==> src/rtl/etc_pkg.sv <==
package etc_pkg;
    localparam logic [4:0] CounterValueAddr   = 5'h01;
    localparam logic [7:0] OptionResetValue   = 8'hff;
    localparam logic [3:0] PinDirResetValue   = 4'hf;
    localparam logic [7:0] CounterResetValue  = 8'h00;
    localparam logic [7:0] PrescalerResetValue = 8'h00;
    localparam int         ClockSourceBit     = 5;
    localparam int         SourceEdgeBit      = 4;
    localparam int         PrescalerAssignBit = 3;
    localparam int         RatioLsb           = 0;
    localparam int         RatioWidth         = 3;
    localparam int         CountPinIndex      = 2;
    localparam logic [1:0] WriteInhibitCycles = 2'h2;
    localparam int         SyncDepth          = 3;
endpackage

==> src/rtl/etc_edge_sync.sv <==
`timescale 1ns/10ps
module etc_edge_sync (
    // Clock and reset
    input  wire logic core_clk_i,
    input  wire logic rst_i,
    // Pin and edge choice
    input  wire logic pin_i,
    input  wire logic falling_i,
    // Edge event
    output logic      edge_o
);
    logic [etc_pkg::SyncDepth-1:0] sync_q;
    logic [etc_pkg::SyncDepth-1:0] sync_d;
    logic                          level_q;
    logic                          level_d;
    logic                          edge_q;
    logic                          edge_d;

    // A change counts only once stages two and three agree, which filters glitches.
    always_comb begin
        sync_d  = {sync_q[etc_pkg::SyncDepth-2:0], pin_i};
        level_d = level_q;
        edge_d  = 1'b0;
        if (sync_q[1] == sync_q[2] && sync_q[2] != level_q) begin
            level_d = sync_q[2];
            edge_d  = falling_i ? level_q : sync_q[2];
        end
    end

    always_ff @(posedge core_clk_i) begin
        if (rst_i) begin
            sync_q  <= '0;
            level_q <= 1'b0;
            edge_q  <= 1'b0;
        end else begin
            sync_q  <= sync_d;
            level_q <= level_d;
            edge_q  <= edge_d;
        end
    end

    assign edge_o = edge_q;
endmodule

==> src/rtl/etc_timer.sv <==
`timescale 1ns/10ps
// Behaviour
// - Source bit clear counts instruction cycles.
// - Counter write inhibits counting two cycles.
// - Source bit set counts external pin edges.
// - Edge bit: clear rising, set falling.
// - Shared prescaler serves counter or watchdog.
// - Assign bit clear counter, set watchdog.
// - Prescaler count never readable or writable.
// - Ratios 1:2 through 1:256 when assigned.
// - Counter is 8-bit read/write at 01h.
// - Source bit set overrides count pin direction.
// - Option bits 2:0 ratio, bit 3 assign.
// - Counter write clears prescaler when assigned.
// - Any reset clears prescaler count.
module etc_timer (
    // Clock and reset
    input  wire logic       core_clk_i,
    input  wire logic       rst_i,
    // File register access from the core, one access per instruction cycle
    input  wire logic [4:0] file_addr_i,
    input  wire logic       file_wr_i,
    input  wire logic [7:0] file_wdata_i,
    output logic      [7:0] file_rdata_o,
    // Option and direction loads
    input  wire logic       option_wr_i,
    input  wire logic       pin_dir_wr_i,
    input  wire logic [7:0] wreg_i,
    // Watchdog side
    input  wire logic       watchdog_tick_i,
    input  wire logic       watchdog_clear_i,
    output logic            watchdog_tick_o,
    // Pins
    input  wire logic       external_count_pin_i,
    output logic      [3:0] pin_direction_o,
    output logic      [7:0] option_o
);
    logic [7:0] counter_value_q;
    logic [7:0] counter_value_d;
    logic [1:0] inhibit_q;
    logic [1:0] inhibit_d;

    logic [7:0] option_q;
    logic [7:0] option_d;
    logic [3:0] pin_dir_q;
    logic [3:0] pin_dir_d;

    logic [3:0] pin_dir_out_q;
    logic [3:0] pin_dir_out_d;

    logic [7:0] prescaler_q;
    logic [7:0] prescaler_d;

    logic       wdt_tick_q;
    logic       wdt_tick_d;

    logic [7:0] rdata_q;
    logic [7:0] rdata_d;

    logic       pin_edge;

    etc_edge_sync u_edge_sync (
        .core_clk_i (core_clk_i),
        .rst_i      (rst_i),
        .pin_i      (external_count_pin_i),
        .falling_i  (option_q[etc_pkg::SourceEdgeBit]),
        .edge_o     (pin_edge)
    );

    // Terminal mask for ratio n: a period of 2^(n+1) source events.
    function automatic logic [7:0] ratio_mask(input logic [2:0] sel);
        logic [8:0] span;
        span       = 9'h001 << (4'(sel) + 4'h1);
        ratio_mask = 8'(span - 9'h001);
    endfunction

    // Shared by the write strobe and the read path, so both decode one address.
    function automatic logic hits_counter(input logic [4:0] addr);
        hits_counter = (addr == etc_pkg::CounterValueAddr);
    endfunction

    // Only the low bits take part, since the count restarts at every terminal value.
    function automatic logic period_done(input logic [7:0] count, input logic [7:0] sel_mask);
        period_done = (count & sel_mask) == sel_mask;
    endfunction

    function automatic logic [7:0] bump(input logic [7:0] value);
        bump = value + 8'h01;
    endfunction

    logic       is_counter_wr;
    logic       source_event;
    logic       to_counter;
    logic [7:0] mask;
    logic       counting;

    logic       presc_clear;
    logic       presc_event;
    logic       presc_done;
    logic       counter_step;

    // Decode of the option bits and of the current file access.
    always_comb begin
        is_counter_wr = file_wr_i && hits_counter(file_addr_i);
        source_event  = option_q[etc_pkg::ClockSourceBit] ? pin_edge : 1'b1;
        to_counter    = !option_q[etc_pkg::PrescalerAssignBit];
        mask          = ratio_mask(option_q[etc_pkg::RatioLsb +: etc_pkg::RatioWidth]);
        // Source events inside the write inhibit are dropped, not deferred.
        counting      = source_event && (inhibit_q == 2'h0);
    end

    // One shared prescaler: its events and its clear come from whichever user owns it.
    always_comb begin
        presc_clear  = to_counter ? is_counter_wr : watchdog_clear_i;
        presc_event  = to_counter ? counting : watchdog_tick_i;
        presc_done   = presc_event && period_done(prescaler_q, mask);
        // A clear in the same cycle as a terminal event wins, and that event is lost.
        counter_step = to_counter ? (presc_done && !presc_clear) : counting;
        prescaler_d  = prescaler_q;
        if (presc_clear) begin
            prescaler_d = etc_pkg::PrescalerResetValue;
        end else if (presc_done) begin
            prescaler_d = etc_pkg::PrescalerResetValue;
        end else if (presc_event) begin
            prescaler_d = bump(prescaler_q);
        end
    end

    always_ff @(posedge core_clk_i) begin
        if (rst_i) begin
            prescaler_q <= etc_pkg::PrescalerResetValue;
        end else begin
            prescaler_q <= prescaler_d;
        end
    end

    // The watchdog sees its raw ticks whenever the counter owns the prescaler.
    always_comb begin
        wdt_tick_d = to_counter ? watchdog_tick_i : (presc_done && !presc_clear);
    end

    always_ff @(posedge core_clk_i) begin
        if (rst_i) begin
            wdt_tick_q <= 1'b0;
        end else begin
            wdt_tick_q <= wdt_tick_d;
        end
    end

    // A write wins over an increment in the same cycle and restarts the inhibit window.
    always_comb begin
        counter_value_d = counter_value_q;
        inhibit_d       = (inhibit_q != 2'h0) ? inhibit_q - 2'h1 : 2'h0;
        if (is_counter_wr) begin
            counter_value_d = file_wdata_i;
            inhibit_d       = etc_pkg::WriteInhibitCycles;
        end else if (counter_step) begin
            counter_value_d = bump(counter_value_q);
        end
    end

    always_ff @(posedge core_clk_i) begin
        if (rst_i) begin
            counter_value_q <= etc_pkg::CounterResetValue;
            inhibit_q       <= 2'h0;
        end else begin
            counter_value_q <= counter_value_d;
            inhibit_q       <= inhibit_d;
        end
    end

    // Both loads come from the working register, and neither can be read back.
    always_comb begin
        option_d  = option_wr_i ? wreg_i : option_q;
        pin_dir_d = pin_dir_wr_i ? wreg_i[3:0] : pin_dir_q;
    end

    always_ff @(posedge core_clk_i) begin
        if (rst_i) begin
            option_q  <= etc_pkg::OptionResetValue;
            pin_dir_q <= etc_pkg::PinDirResetValue;
        end else begin
            option_q  <= option_d;
            pin_dir_q <= pin_dir_d;
        end
    end

    // The override follows the next option value, so pin and mode change together.
    always_comb begin
        pin_dir_out_d = pin_dir_d;
        if (option_d[etc_pkg::ClockSourceBit]) begin
            pin_dir_out_d[etc_pkg::CountPinIndex] = 1'b1;
        end
    end

    always_ff @(posedge core_clk_i) begin
        if (rst_i) begin
            pin_dir_out_q <= etc_pkg::PinDirResetValue;
        end else begin
            pin_dir_out_q <= pin_dir_out_d;
        end
    end

    // The prescaler is deliberately absent from every read path.
    always_comb begin
        rdata_d = hits_counter(file_addr_i) ? counter_value_d : 8'h00;
    end

    always_ff @(posedge core_clk_i) begin
        if (rst_i) begin
            rdata_q <= 8'h00;
        end else begin
            rdata_q <= rdata_d;
        end
    end

    assign file_rdata_o    = rdata_q;
    assign pin_direction_o = pin_dir_out_q;
    assign option_o        = option_q;
    assign watchdog_tick_o = wdt_tick_q;
endmodule

==> config.mk <==
export PLATFORM = sky130hd
export DESIGN_NAME = etc_timer
export DESIGN_NICKNAME = d
export VERILOG_FILES = /design/src/rtl/etc_pkg.sv /design/src/rtl/etc_edge_sync.sv /design/src/rtl/etc_timer.sv
export SDC_FILE = /design/constraint.sdc
export NUM_CORES = 1
export LEC_CHECK = 0
export BUFFER_PORTS_ARGS = -buffer_cell sky130_fd_sc_hd__buf_4
export CORE_MARGIN = 2
export CORE_UTILIZATION = 47
export CTS_CLUSTER_SIZE = 20
export DETAILED_ROUTE_END_ITERATION = 16
export PLACE_DENSITY_LB_ADDON = 0.12
export SYNTH_ARGS = -nofsm -noshare
export SYNTH_HDL_FRONTEND = slang
export SYNTH_SLANG_ARGS = --single-unit
export TNS_END_PERCENT = 20
==> constraint.sdc <==
create_clock -name core_clk_i -period 2.45 [get_ports core_clk_i]
set_clock_uncertainty 0.05 [all_clocks]
set_input_delay 0.245 -clock core_clk_i [delete_from_list [all_inputs] [get_ports core_clk_i]]
set_output_delay 0.245 -clock core_clk_i [all_outputs]
set_load 0.005 [all_outputs]
==> metrics, run 1 <==
count leader, synth dfxtp_1; CP Capture Type flip-flop; library cells used by synthesis 44; post-placement cell area about 2500 sq um; # IOs 50; Placed Cells 320; setup bufs post-CTS 0; gr ovfl total 0; Max-Cap Viols 0; vias per cell 5.14; Worst EP arrival around 2.5 ns; Crit path top cell by count nor2_4; DRT Pass-1 Iters 4; Starting Density approximately half; HPWL after DPL between 2000 and 3000 microns; relative slew slack between 60% and 70%; r2r endpoint file_rdata_o[3]; clock net sink count 45; period utilization ~96%; Synth Instances 222; #FFs+latches synth between 40 and 50; CP Buf/Inv Count 1; full die area 4910 sq um; via count roughly 1,700; hold path start file_wr_i; synth top area cells dfxtp_1 (44%), mux2i_1 (6.8%), nand2_1 (4.9%), nor2_1 (4.4%), xnor2_1 (3.8%); Post-synth EDFFs 0; Placer Congestion around 0.76; Synth area leader dfxtp_1; startpoint types flip-flop; Finished Cell Area ~2600 sq um; worst path cell trace inv_2, nor2_4, ha_4, or4b_1, o211a_1, o211a_4, nand4_4, mux2_4, nor2_4, nor3_1; Post-synth ARST share 0%; Slew @ Worst Pin approximately 0.50 ns; Clk Latency, worst-skew pair around 0.29 ns; Final Hold Fails 0; cts bufs inserted 5; outcome complete, no violations; reg2reg start option_o[0]; non-filler cells, final roughly 330; Synth top area share between 40 and 50%; Final Slew Violations 0; Diodes inserted 0; Cell Pwr Density ~540 nW/um^2; DR WL/cell 12.3 microns; Lkg Pwr between 1 and 1.5 nW; port bufs 49; worst min path class input port to flip-flop; initial DRC count 83; die height approximately 70 microns; global-route wire length before repair 7050 microns; reg2reg path depth 10; hold endpoint file_rdata_o[1]; pin count of the biggest net entering global routing 22; site row count 24; crit path time final roughly 2.4 ns; clock tree buffer depth 2; CP max-delay cell or4b_1; Setup-failing EPs final 0; Mapped Nets 254; Levels on crit path 10; Chip Width 70.1 microns; synth cell count leaders dfxtp_1 (45), nand2_1 (27), nor2_1 (24); clock root cell clkbuf_8; Post-Syn Area slightly above 2000 sq um; total track usage between 10% and 20%; Clk pin slew, worst setup/hold paths approximately 0.080 ns; WP data required 2.57 ns; Crit path max-delay family simple AND/OR/NAND/NOR gates; FMAX around 0.42 GHz; Detailed Route WL around 4000 microns; Core Region between 4000 and 5000 sq um; unrepaired setup endpoints after global routing yes; worst hold stages 2; reg2reg setup slack just under 0.09 ns; Ys Warns 0; Max VDD drop about 410 uV; average cell area after synthesis between 9 and 10 sq um; initial antenna violation count 0; register area share after synthesis a little over two fifths; Antenna Nets Post-Route 0; vias in the first global route ~1,600; Crit Path Class flip-flop to flip-flop; total power approximately 0.0014 W; CP max FO 6; Top FF cell, synth dfxtp_1; Residual DRC 0; CP max stage delay about 0.47 ns; synthesis-to-layout area growth 29.0%; Nets 307; CTS tree done; layout cell share with drive strength beyond 1 between 30% and 40%; # H-tree levels 2
per-layer routing:
| metal | up-vias | GRT usage (%) | part of all wire, % |
|---|---|---|---|
| met5 | - | 0 | 0 |
| met4 | 0 | 5.77 | 0.97 |
| met3 | 4 | 4.18 | 4.0 |
| met2 | 28 | 27.4 | 47 |
| met1 | 773 | 24.0 | 48 |
| li1 | 877 | - | - |
layout make-up:
| class | count | area [sq um] |
|---|---|---|
| clock buffer | 6 | 82.6 |
| clock inverter | 1 | 7.51 |
| fill | 398 | 1620 |
| inverter | 6 | 22.5 |
| multi-input combinational | 158 | 1120 |
| sequential | 45 | 903 |
| tap | 52 | 65.1 |
| timing repair buffer | 59 | 443 |
worst reg2reg max path: cells and delay by family (launching register included):
kind / cells / cell delay [ns]
DFF: 1 / 0.34
and+or+nand+nor: 5 / 0.86
muxes: 1 / 0.33
adders and majority gates: 1 / 0.22
AOI/OAI and AO/OA: 2 / 0.39
buffers and inverters: 1 / 0.05
report_power, final:
part	internal, W	switching, W
Clock	0.000223	0.000232
Sequential	0.000753	0.0000203
Combinational	0.000113	0.0000927
Total	0.00109	0.000345
state kept, by name (all words and copies together), names as in the netlist:
name and cells:
pin_direction_o 1, u_edge_sync.sync_q 3, prescaler_q 8, option_o 8, watchdog_tick_o 1, u_edge_sync.level_q 1
u_edge_sync.edge_o 1, pin_dir_q 4, counter_value_q 8, file_rdata_o 8, inhibit_q 2
per-stage QoR:
stage / setup TNS [ns] / utilization, % / setup WS (ns) / hold WS, ns
floorplan: 0 / - / 0.00130 / 0.267
global placement: 0 / 58.3 / 0.0627 / 0.370
detailed placement: 0 / 58.3 / 0.0396 / 0.378
CTS: 0 / 60.4 / 0.0111 / 0.103
global route: -0.0768 / 62.0 / -0.0223 / 0.106
finish: 0 / 62.0 / 0.0883 / 0.112
how the worst max path moves through the flow:
stage,from,end,slack (ns)
detailed placement,option_o[0],file_rdata_o[3],0.04
finish,option_o[0],file_rdata_o[3],0.09
global placement,option_o[0],file_rdata_o[3],0.06
floorplan,option_o[1],counter_value_q[3],0.001
CTS,option_o[0],file_rdata_o[3],0.01
global route,option_o[0],counter_value_q[6],-0.02
cells by family after synthesis:
group                    count (synthesis)  synth area share (%)
AO/OA/AOI/OAI                           39                  15.1
XOR/XNOR                                13                  5.55
adder cells (fa/ha/maj)                  3                  1.83
buffers and inverters                   19                  4.70
flip-flops                              45                  43.9
multiplexers                            15                  7.38
AND/OR/NAND/NOR                         88                  21.5
what timing repair did:
action                                  in CTS  in global routing
hold buffers                                 0                  0
endpoints found under the setup margin       0                 22
gates resized for setup                      0                 16
layout by cell type (no fill, tap or decap), types with 2 or more instances in the layout:
master and n:
a211oi_1 7, a211oi_2 2, a21boi_0 2, a21oi_1 7, a31oi_1 3, and2_1 3, buf_4 59, clkbuf_8 6
dfxtp_1 43, dfxtp_2 2, ha_1 2, inv_1 4, inv_2 2, mux2i_1 14, nand2_1 26, nand2b_1 2
nand3_1 5, nand4_1 4, nand4b_1 2, nor2_1 22, nor2_4 2, nor2b_1 5, nor3_1 7, o211ai_1 2
o21ai_0 4, o21ai_1 3, or4b_1 2, xnor2_1 8, xor2_1 4
Note: power is estimated with default switching activity, not from simulation.
==> run 2: changes to the inputs <==
--- a/config.mk
+++ b/config.mk
@@ -5,9 +5,10 @@
 export SDC_FILE = /design/constraint.sdc
 export NUM_CORES = 1
 export LEC_CHECK = 0
+export ABC_AREA = 1
 export BUFFER_PORTS_ARGS = -buffer_cell sky130_fd_sc_hd__buf_4
 export CORE_MARGIN = 2
-export CORE_UTILIZATION = 47
+export CORE_UTILIZATION = 48
 export CTS_CLUSTER_SIZE = 20
 export DETAILED_ROUTE_END_ITERATION = 16
 export PLACE_DENSITY_LB_ADDON = 0.12
==> run 2 against run 1 <==
Against the previous run:
- maximum frequency increased by 9.7%
- first-iteration DRC count down 22%
- largest power group unchanged
- flip-flop and latch count is the same
- via count rose by 15%
- final cell count increased by 19%
- clock power is 42% higher
- critical path type unchanged
- largest cell class unchanged
- critical endpoint is now file_rdata_o[5]
- worst setup slack gained 0.21 ns
- total power increased by 12%
==> metrics, run 2 <==
Chip Width approximately 71 microns; DR WL/cell between 10 and 15 microns; die height 70.8 microns; global-route wire length before repair about 7300 microns; outcome complete, no violations; reg2reg setup slack approximately 0.3 ns; CTS Hold Buffers Added 0; Hold Slack roughly 0.10 ns; most frequent cells in the layout nand2_1 (63), buf_4 (50), dfxtp_1 (45), nor2_1 (41), nand3_1 (39); Placer Congestion 0.804; vias per cell 4.95; vias in the first global route 1,778; synth top area cells dfxtp_1 (42%), nand2_1 (11%), nand3_1 (9.1%), nor2_1 (7.2%), inv_1 (5.4%); Max-Cap Viols 0; reg2reg start option_o[1]; Setup-failing EPs final 0; Mapped Nets about 320; unrepaired setup endpoints after global routing no; Post-synth ARST share 0%; CP Capture Type flip-flop; Synth area leader dfxtp_1; worst min path class input port to flip-flop; Slew @ Worst Pin 0.370 ns; site row count 24; Diodes inserted 0; total track usage between 10% and 20%; synthesis-to-layout area growth 23.4%; initial antenna violation count 0; # IOs 50; cts bufs inserted 5; r2r endpoint file_rdata_o[5]; layout cell share with drive strength beyond 1 between 20% and 30%; Detailed Route WL approximately 4200 microns; #FFs+latches synth 45; Core Region approximately 4300 sq um; final core utilization between 60% and 70%; non-filler cells, final 390; Post-Syn Area around 2100 sq um; clock net sink count between 40 and 50; setup bufs post-CTS 0; relative slew slack 75.3%; CP max FO 10; Nets 369; WP data required roughly 2.6 ns; clock root cell clkbuf_8; Max VDD drop between 300 and 400 uV; post_cts resized 0; reg2reg path depth 14; Placed Cells 382; Ys Warns 0; Crit Path Class flip-flop to flip-flop; library cells used by synthesis 29; clock tree buffer depth 2; CP endpoint file_rdata_o[5]; average cell area after synthesis roughly 7.4 sq um; HPWL after DPL around 3200 microns; Cell Pwr Density a little over 600 nW/um^2; gr ovfl total 0; initial DRC count 65; count leader, synth nand2_1; TNS Setup 0 ns; Final Hold Fails 0; synth cell count leaders nand2_1 (63), dfxtp_1 (45), nor2_1 (41); most common cell after layout, fill and taps aside nand2_1; Final Slew Violations 0; startpoint types flip-flop; Antenna Nets Post-Route 0; FMAX 0.465 GHz; CP Launch Point option_o[1]; Residual DRC 0; Post-synth EDFFs 0; crit path time final between 2 and 2.5 ns; Worst EP arrival 2.33 ns; register area share after synthesis a little over two fifths; # H-tree levels 2; port bufs 49; DRT Pass-1 Iters 4; via count between 1,500 and 2,000; Lkg Pwr between 1 and 1.5 nW; Top FF cell, synth dfxtp_1; Starting Density approximately half; CTS tree done; pin count of the biggest net entering global routing 21; total power 0.00161 W; period utilization approximately 88%; Synth top area share between 40% and 50%; Clk Latency, worst-skew pair between 0.2 and 0.3 ns; full die area ~5000 sq um; Clk pin slew, worst setup/hold paths 0.08 ns; Synth Instances 291
-- run 2: cell count changes after synthesis, moves of 4 or more --
cell,before,now
a211oi_1,8,1
nand2_1,27,63
nand3_1,6,39
inv_1,6,31
mux2i_1,14,1
a21oi_1,7,11
nor2_1,24,41
xnor2_1,9,4
nor2b_1,5,0
-- run 2: per-layer routing --
| layer | GRT usage, % | wire length [microns] | vias to the layer above |
|---|---|---|---|
| met3 | 4.42 | 254 | 4 |
| met4 | 6.29 | 40 | 0 |
| met1 | 22.3 | 1880 | 860 |
| met5 | 0 | 0 | - |
| li1 | - | - | 1015 |
| met2 | 30.2 | 1980 | 51 |
-- run 2: layout make-up --
cell class | instances | area, sq um
Clock buffer | 5 | 68.8
Clock inverter | 3 | 65.1
Fill cell | 406 | 1680
Inverter | 34 | 130
Multi-Input combinational cell | 201 | 1040
Sequential cell | 45 | 901
Tap cell | 52 | 65.1
Timing Repair Buffer | 50 | 375
-- run 2: cells by family (layout without fill, tap and decap cells) --
family | after synthesis | in the layout | synth area share [%]
compound gates | 18 | 18 | 4.32
xor+xnor | 9 | 9 | 3.68
fa+ha+maj | 3 | 3 | 1.75
buf+inv | 45 | 92 | 9.46
flops | 45 | 45 | 42.1
mux | 1 | 1 | 0.467
simple gates | 170 | 170 | 38.3
-- run 2: per-stage QoR --
step	setup slack, ns	area [sq um]
CTS	0.286	2640
detailed placement	0.313	2510
global route	0.0532	2640
global placement	0.352	2510
finish	0.298	2640
floorplan	0.542	2140
-- run 2: critical path, stage by stage (launching register included) --
cell and delay, ns:
dfxtp_1 0.53, nand2_1 0.09, inv_1 0.06, ha_1 0.27
nor2_1 0.12, nand2_1 0.06, nand2_1 0.07, nand2_2 0.06
nor2_4 0.14, nand4_4 0.19, nand2_4 0.15, nand2_1 0.07
nand3_1 0.08, nand2_1 0.07, nor2_1 0.08
-- run 2: how the worst min path moves through the flow --
| stage | start | to | slack, ns | cells past startpoint |
|---|---|---|---|---|
| floorplan | external_count_pin_i | u_edge_sync.sync_q[0] | 0.30 | 2 |
| CTS | external_count_pin_i | u_edge_sync.sync_q[0] | 0.1 | 3 |
| global route | wreg_i[6] | option_o[6] | 0.10 | 3 |
| detailed placement | u_edge_sync.sync_q[0] | u_edge_sync.sync_q[1] | 0.35 | 2 |
| finish | external_count_pin_i | u_edge_sync.sync_q[0] | 0.10 | 3 |
| global placement | u_edge_sync.sync_q[0] | u_edge_sync.sync_q[1] | 0.34 | 2 |
-- run 2: power by group --
group	internal, W	total (W)	switching [W]	leakage [nW]
clock network	0.000405	0.000646	0.000241	0.0681
registers	0.000753	0.000775	0.0000219	0.367
logic	0.0000857	0.000185	0.0000993	0.848
total	0.00124	0.00161	0.000362	1.28
